[src/verilog/and_clear_pkg.sv]
// Purpose: Shared constants and carriers for the AND / bit-clear execution block
// Assumes: 12-bit instruction words, 8-bit data path, 32 file addresses
// Notes: Port address and timer address are parameters of the top module
package and_clear_pkg;
  localparam int unsigned INSN_W = 12;
  localparam int unsigned DATA_W = 8;
  localparam int unsigned ADDR_W = 5;
  localparam int unsigned BIT_W = 3;
  localparam logic [3:0] OP_AND_LITERAL = 4'he;
  localparam logic [3:0] OP_FILE_GROUP = 4'h1;
  localparam logic [1:0] SUB_AND_FILE = 2'h1;
  localparam logic [3:0] OP_CLEAR_BIT = 4'h4;
  localparam int unsigned OP_HI = 11;
  localparam int unsigned OP_LO = 8;
  localparam int unsigned SUB_HI = 7;
  localparam int unsigned SUB_LO = 6;
  localparam int unsigned DEST_POS = 5;
  localparam int unsigned BIT_HI = 7;
  localparam int unsigned BIT_LO = 5;
  localparam int unsigned ADDR_HI = 4;
  localparam int unsigned LIT_HI = 7;
  localparam logic [DATA_W-1:0] ACC_RESET = 8'h00;
  localparam logic ZERO_RESET = 1'b0;
  localparam logic [4:0] PORT_ADDR_DEFAULT = 5'h06;
  localparam logic [4:0] TIMER_ADDR_DEFAULT = 5'h01;

  typedef struct packed {
    logic valid;
    logic [INSN_W-1:0] word;
  } insn_type;

  typedef struct packed {
    logic enable;
    logic [ADDR_W-1:0] addr;
    logic [DATA_W-1:0] data;
  } file_write_type;
endpackage : and_clear_pkg

[src/verilog/and_and_bit_clear_exec.sv]
// Purpose: Executes the literal AND, file AND and file bit clear instructions
// Assumes: One instruction per clock; file read data is combinational from the address
// Notes: Other opcodes leave zero flag and file untouched; the accumulator takes acc_load_data_in when acc_load_in is set and no AND writes it
// Overview of operation
// (RULE1) Opcode 1110 ANDs the accumulator with the low eight instruction bits.
// (RULE2) The literal AND writes only the accumulator and updates zero, in one cycle.
// (RULE3) Encoding 0001 01df ffff ANDs accumulator with file f, result to acc if d=0 else to f.
// (RULE4) Encoding 0100 bbbf ffff clears bit b of file f in one cycle, flags untouched.
// (RULE5) File AND or bit clear on the port register takes the operand from the pin levels.
// (RULE6) A write of the timer register by these ops clears the prescaler if assigned to it.
// (RULE7) Zero is set when all eight result bits are zero and cleared otherwise.
`timescale 1ns/100ps
`default_nettype none
module and_and_bit_clear_exec #(
  parameter logic [4:0] PORT_ADDR = and_clear_pkg::PORT_ADDR_DEFAULT,
  parameter logic [4:0] TIMER_ADDR = and_clear_pkg::TIMER_ADDR_DEFAULT
) (
  // Clock and reset
  input wire logic clk_in,
  input wire logic rst_in,
  // Instruction from decoder
  input wire and_clear_pkg::insn_type insn_in,
  // File register read side
  output logic [and_clear_pkg::ADDR_W-1:0] file_read_addr_out,
  input wire logic [and_clear_pkg::DATA_W-1:0] file_read_data_in,
  input wire logic [and_clear_pkg::DATA_W-1:0] port_pins_in,
  // File register write side
  output and_clear_pkg::file_write_type file_write_out,
  // Timer prescaler
  input wire logic prescaler_on_timer_in,
  output logic prescaler_clear_out,
  // Accumulator write-back from the other instructions of the core
  input wire logic acc_load_in,
  input wire logic [and_clear_pkg::DATA_W-1:0] acc_load_data_in,
  // Core state
  output logic [and_clear_pkg::DATA_W-1:0] acc_out,
  output logic zero_out
);
  import and_clear_pkg::*;

  // Registered state
  logic [DATA_W-1:0] acc;
  logic zero;
  file_write_type file_write;
  logic prescaler_clear;

  // Next values
  logic [DATA_W-1:0] next_acc;
  logic next_zero;
  file_write_type next_file_write;
  logic next_prescaler_clear;

  // Decoded fields
  logic [3:0] opcode;
  logic [1:0] sub_op;
  logic dest_file;
  logic [BIT_W-1:0] bit_index;
  logic [ADDR_W-1:0] addr;
  logic [DATA_W-1:0] literal;

  // Operand and results
  logic [DATA_W-1:0] operand;
  logic [DATA_W-1:0] and_value;
  logic [DATA_W-1:0] cleared_value;

  // Instruction strobes
  logic is_and_literal;
  logic is_and_file;
  logic is_clear_bit;
  logic acc_written;
  logic file_written;

  // Zero test shared by both AND forms
  function automatic logic all_zero(input logic [DATA_W-1:0] value);
    return value == '0; // RULE7
  endfunction : all_zero

  // One-hot mask of the bit that the clear removes
  function automatic logic [DATA_W-1:0] bit_mask(input logic [BIT_W-1:0] index);
    logic [DATA_W-1:0] mask;
    mask = '0;
    mask[index] = 1'b1;
    return mask;
  endfunction : bit_mask

  // Both file-writing ops share the timer side effect
  function automatic logic hits_timer(
      input logic [ADDR_W-1:0] target,
      input logic assigned
  );
    return target == TIMER_ADDR && assigned; // RULE6
  endfunction : hits_timer

  // Write packet for the file owner
  function automatic file_write_type make_write(
      input logic [ADDR_W-1:0] target,
      input logic [DATA_W-1:0] value
  );
    file_write_type packet;
    packet.enable = 1'b1;
    packet.addr = target;
    packet.data = value;
    return packet;
  endfunction : make_write

  // Field split of the instruction word
  assign opcode = insn_in.word[OP_HI:OP_LO];
  assign sub_op = insn_in.word[SUB_HI:SUB_LO];
  assign dest_file = insn_in.word[DEST_POS];
  assign bit_index = insn_in.word[BIT_HI:BIT_LO];
  assign addr = insn_in.word[ADDR_HI:0];
  assign literal = insn_in.word[LIT_HI:0];
  assign file_read_addr_out = addr;

  // Instruction decode
  assign is_and_literal = insn_in.valid && opcode == OP_AND_LITERAL; // RULE1
  assign is_and_file = insn_in.valid
    && opcode == OP_FILE_GROUP
    && sub_op == SUB_AND_FILE; // RULE3
  assign is_clear_bit = insn_in.valid && opcode == OP_CLEAR_BIT; // RULE4
  assign acc_written = is_and_literal || (is_and_file && !dest_file); // RULE2 RULE3
  assign file_written = (is_and_file && dest_file) || is_clear_bit; // RULE3 RULE4

  // Pins, not the latch, so read-modify-write sees what is really there
  assign operand = (addr == PORT_ADDR) ? port_pins_in : file_read_data_in; // RULE5

  // Datapath results
  assign and_value = acc & (is_and_literal ? literal : operand); // RULE1 RULE3
  assign cleared_value = operand & ~bit_mask(bit_index); // RULE4

  // Accumulator and zero flag
  always_comb begin
    next_acc = acc;
    next_zero = zero;
    if (acc_written) begin
      next_acc = and_value; // RULE1 RULE2 RULE3
    end else if (acc_load_in) begin
      // Other instructions' result; an AND into the accumulator wins
      next_acc = acc_load_data_in;
    end
    if (is_and_literal || is_and_file) begin
      next_zero = all_zero(and_value); // RULE2 RULE7
    end
  end

  // File write port
  always_comb begin
    next_file_write = '0;
    if (is_and_file && dest_file) begin
      next_file_write = make_write(addr, and_value); // RULE3
    end else if (is_clear_bit) begin
      next_file_write = make_write(addr, cleared_value); // RULE4
    end
  end

  // Prescaler clear strobe
  always_comb begin
    next_prescaler_clear = 1'b0;
    if (file_written) begin
      next_prescaler_clear = hits_timer(addr, prescaler_on_timer_in); // RULE6
    end
  end

  // Accumulator registers
  always_ff @(posedge clk_in) begin
    if (rst_in) begin
      acc <= ACC_RESET;
      zero <= ZERO_RESET;
    end else begin
      acc <= next_acc;
      zero <= next_zero;
    end
  end

  // Writes are registered; the file sees them one edge later
  always_ff @(posedge clk_in) begin
    if (rst_in) begin
      file_write <= '0;
    end else begin
      file_write <= next_file_write;
    end
  end

  // One-cycle pulse towards the prescaler
  always_ff @(posedge clk_in) begin
    if (rst_in) begin
      prescaler_clear <= 1'b0;
    end else begin
      prescaler_clear <= next_prescaler_clear;
    end
  end

  // Outputs

  assign acc_out = acc;
  assign zero_out = zero;
  assign file_write_out = file_write;
  assign prescaler_clear_out = prescaler_clear;
endmodule : and_and_bit_clear_exec
`default_nettype wire

[config.mk]
export PLATFORM = sky130hd
export DESIGN_NAME = and_and_bit_clear_exec
export DESIGN_NICKNAME = d
export VERILOG_FILES = /design/src/verilog/and_clear_pkg.sv /design/src/verilog/and_and_bit_clear_exec.sv
export SDC_FILE = /design/constraint.sdc
export NUM_CORES = 1
export LEC_CHECK = 0
export ABC_CLOCK_PERIOD_IN_PS = 5450
export BUFFER_PORTS_ARGS = -buffer_cell sky130_fd_sc_hd__buf_2
export CAP_MARGIN = 20
export CORE_MARGIN = 8
export CORE_UTILIZATION = 45
export CTS_BUF_LIST = sky130_fd_sc_hd__clkbuf_2 sky130_fd_sc_hd__clkbuf_4 sky130_fd_sc_hd__clkbuf_8
export CTS_CLUSTER_DIAMETER = 150
export DETAILED_ROUTE_END_ITERATION = 8
export PLACE_DENSITY = 0.91
export SYNTH_ARGS = -nofsm -noshare
export SYNTH_HDL_FRONTEND = slang
export SYNTH_SLANG_ARGS = --single-unit
[constraint.sdc]
create_clock -name clk_in -period 5.45 [get_ports clk_in]
set_clock_uncertainty 0.2 [all_clocks]
set_input_delay 0.8175 -clock clk_in [delete_from_list [all_inputs] [get_ports clk_in]]
set_output_delay 0.8175 -clock clk_in [all_outputs]
set_load 0.01 [all_outputs]
==> results.sh <==
export IMPL_synth_most_common_cell="dfxtp_1"
export IMPL_cts_root_buf="clkbuf_4"
export IMPL_clk_latency_ps=310
export IMPL_finalSetupViolations=0
export IMPL_cap_violations=0
export IMPL_status="finished, final reports clean"
export IMPL_critPathArrivalTime_ps=2810
export IMPL_p_int_mw=0.235
export IMPL_cts_buffers_inserted=3
export IMPL_overflow=0
export IMPL_syn_instance_count=158
export IMPL_end_kind="flop"
export IMPL_final_max_slew_viol_count=0
export IMPL_ctsHoldBuffers=0
export IMPL_fin_util=0.599
export IMPL_ys_warn_count=0
export IMPL_synth_yosys_seq_area_share=0.360
export IMPL_worstMarginPinSlew_ps=978
export IMPL_seqPwrFrac=0.564
export IMPL_synth_distinct_cells=38
export IMPL_io_buffers=69
export IMPL_period_minus_slack_ps=2760
export IMPL_die_y_um=70.5
export IMPL_syn_num_nets=199
export IMPL_final_layout_size_suffix_gt1_frac=0.392
export IMPL_whs_ps=342
export IMPL_std_cell_rows=19
export IMPL_vias=1493
export IMPL_switching_share=0.282
export IMPL_syn_to_final_growth_pct=24.8
export IMPL_combPwrFrac=0.204
export IMPL_cts_tree="done"
export IMPL_fmax_mhz=363
export IMPL_ant_nets=0
export IMPL_cts_path_max_buffers=2
export IMPL_required_ps=5500
export IMPL_antenna_found_initial=0
export IMPL_synth_async_reset_ratio=0
export IMPL_htree_levels=1
export IMPL_die_width_um=70.5
export IMPL_pre_cts_ws_ps=2350
export IMPL_grt_pass1_vias=1438
export IMPL_tns_ps=0
export IMPL_place_congestion=0.908
export IMPL_coreArea_sq_mm=0.00278
export IMPL_finalHoldViolations=0
export IMPL_dieArea_sq_mm=0.00497
export IMPL_grt_use_total=0.164
export IMPL_synth_area_sq_mm=0.00134
export IMPL_clock_sinks=24
export IMPL_power_switching_mw=0.0922
export IMPL_grt_max_degree=21
export IMPL_wl_per_cell_um=17.1
export IMPL_firstDrtPassIters=4
export IMPL_antennaDiodeCount=0
export IMPL_drc=0
export IMPL_hpwlAfterDp_um=3440
export IMPL_nets=260
export IMPL_routed_wirelength_um=4230
export IMPL_grt_pass1_wl_um=6800
export IMPL_pwr_density_cell_mw_per_mm2=196
export IMPL_cp_max_fo=10
export IMPL_ir_drop_v=0.000133
export IMPL_critical_path_class="in2reg"
export IMPL_ys_top_cells_by_area="dfxtp_1, a211oi_2, mux2i_1, nand2_1, nand3_1"
export IMPL_initial_core_util=0.480
export IMPL_avgSynthCellArea_sq_um=8.45
export IMPL_cts_setup_buffers=0
export IMPL_maxSlewHeadroom=0.343
export IMPL_cts_resized=0
export IMPL_p_clk_frac=0.232
export IMPL_via_per_inst=6.02
export IMPL_synthTopCellsByCount="dfxtp_1, nand2_1, nor2_1"
export IMPL_r2r_slack_ps=3980
export IMPL_num_fill_cells=266
export IMPL_p_leak_nw=0.765
export IMPL_synth_edff_count=0
export IMPL_synth_seq_cells=24
export IMPL_clkTransAtPathRegs_ps=120
export IMPL_rsz0062_at_grt="false"
export IMPL_min_period_over_period=0.506
export IMPL_hp_class="reg2reg"
export IMPL_yosysTopAreaCellShare=0.360
export IMPL_drt_initial_drc_count=116
export IMPL_ios=70
export IMPL_synthFlopType="dfxtp_1"
export IMPL_yosysTopAreaCell="dfxtp_1"
export IMPL_setup_ws_ps=2690
export IMPL_critPathLaunchType="input port"
export IMPL_fin_total_pwr_mw=0.327
metal layers:
metal	vias to the layer above	track usage	wire, um
li1	708	-	-
met1	687	0.198	1680
met2	83	0.268	2030
met3	15	0.0339	384
met4	0	0.0826	132
met5	-	0	0
final timing paths:
check	from	endpoint	cells past startpoint
worst min register to register	acc_out[5]$_SDFFE_PP0P_	file_write_out[5]$_SDFF_PP0_	2
worst min-delay path	acc_out[5]$_SDFFE_PP0P_	file_write_out[5]$_SDFF_PP0_	2
worst max-delay path	insn_in[8]	file_write_out[12]$_SDFF_PP0_	6
worst max register to register	acc_out[1]$_SDFFE_PP0P_	zero_out$_SDFFE_PP0P_	4
flip-flops by register name, indices dropped and copies added (netlist names):
register and flops:
prescaler_clear_out 1, file_write_out 14, zero_out 1, acc_out 8
critical path: stages:
cell and delay [ps]:
buf_2 100, nand3b_1 390, nor3_1 870, nor2_1 120, nor2_1 320, and2_1 200
power groups by stage:
| stage | clock [mW] | sequential, mW | combinational (mW) |
|---|---|---|---|
| global route | 0.0854 | 0.185 | 0.0728 |
| floorplan | 0 | 0.190 | 0.0371 |
| global placement | 0 | 0.188 | 0.0646 |
| CTS | 0.0772 | 0.185 | 0.0663 |
| finish | 0.0758 | 0.185 | 0.0667 |
| detailed placement | 0 | 0.189 | 0.0662 |
per-stage QoR:
| stage | area [sq um] | instances |
|---|---|---|
| global route | 1670 | 248 |
| CTS | 1660 | 247 |
| floorplan | 1340 | 158 |
| finish | 1670 | 248 |
| global placement | 1640 | 244 |
| detailed placement | 1640 | 244 |
cell type report:
class	instances	area, sq um	area share
Multi-Input combinational cell	117	763	0.458
Clock buffer	3	22.5	0.0135
Tap cell	31	38.8	0.0233
Sequential cell	24	480	0.288
Timing Repair Buffer	70	350	0.210
Inverter	3	11.3	0.00676
kinds of logic after synthesis:
family / share of synthesized area
buf+inv: 0.0684
simple gates: 0.232
compound gates: 0.279
flops: 0.360
mux: 0.0600
cells in the final DEF (no fill, tap or decap), types with 2 or more instances in the layout:
cell type,count
nor4_1,2
nor3_1,3
mux2i_1,8
o31ai_1,7
a211oi_2,8
o21ai_0,9
and2_1,4
nand3b_1,2
a31oi_1,8
inv_1,2
clkbuf_4,3
dfxtp_1,24
nand3_1,11
nand2_1,16
o211ai_1,2
nor2_1,13
a21oi_1,5
buf_2,69
a32oi_1,3
o311ai_0,2
Power figures use the tool's default switching activity.
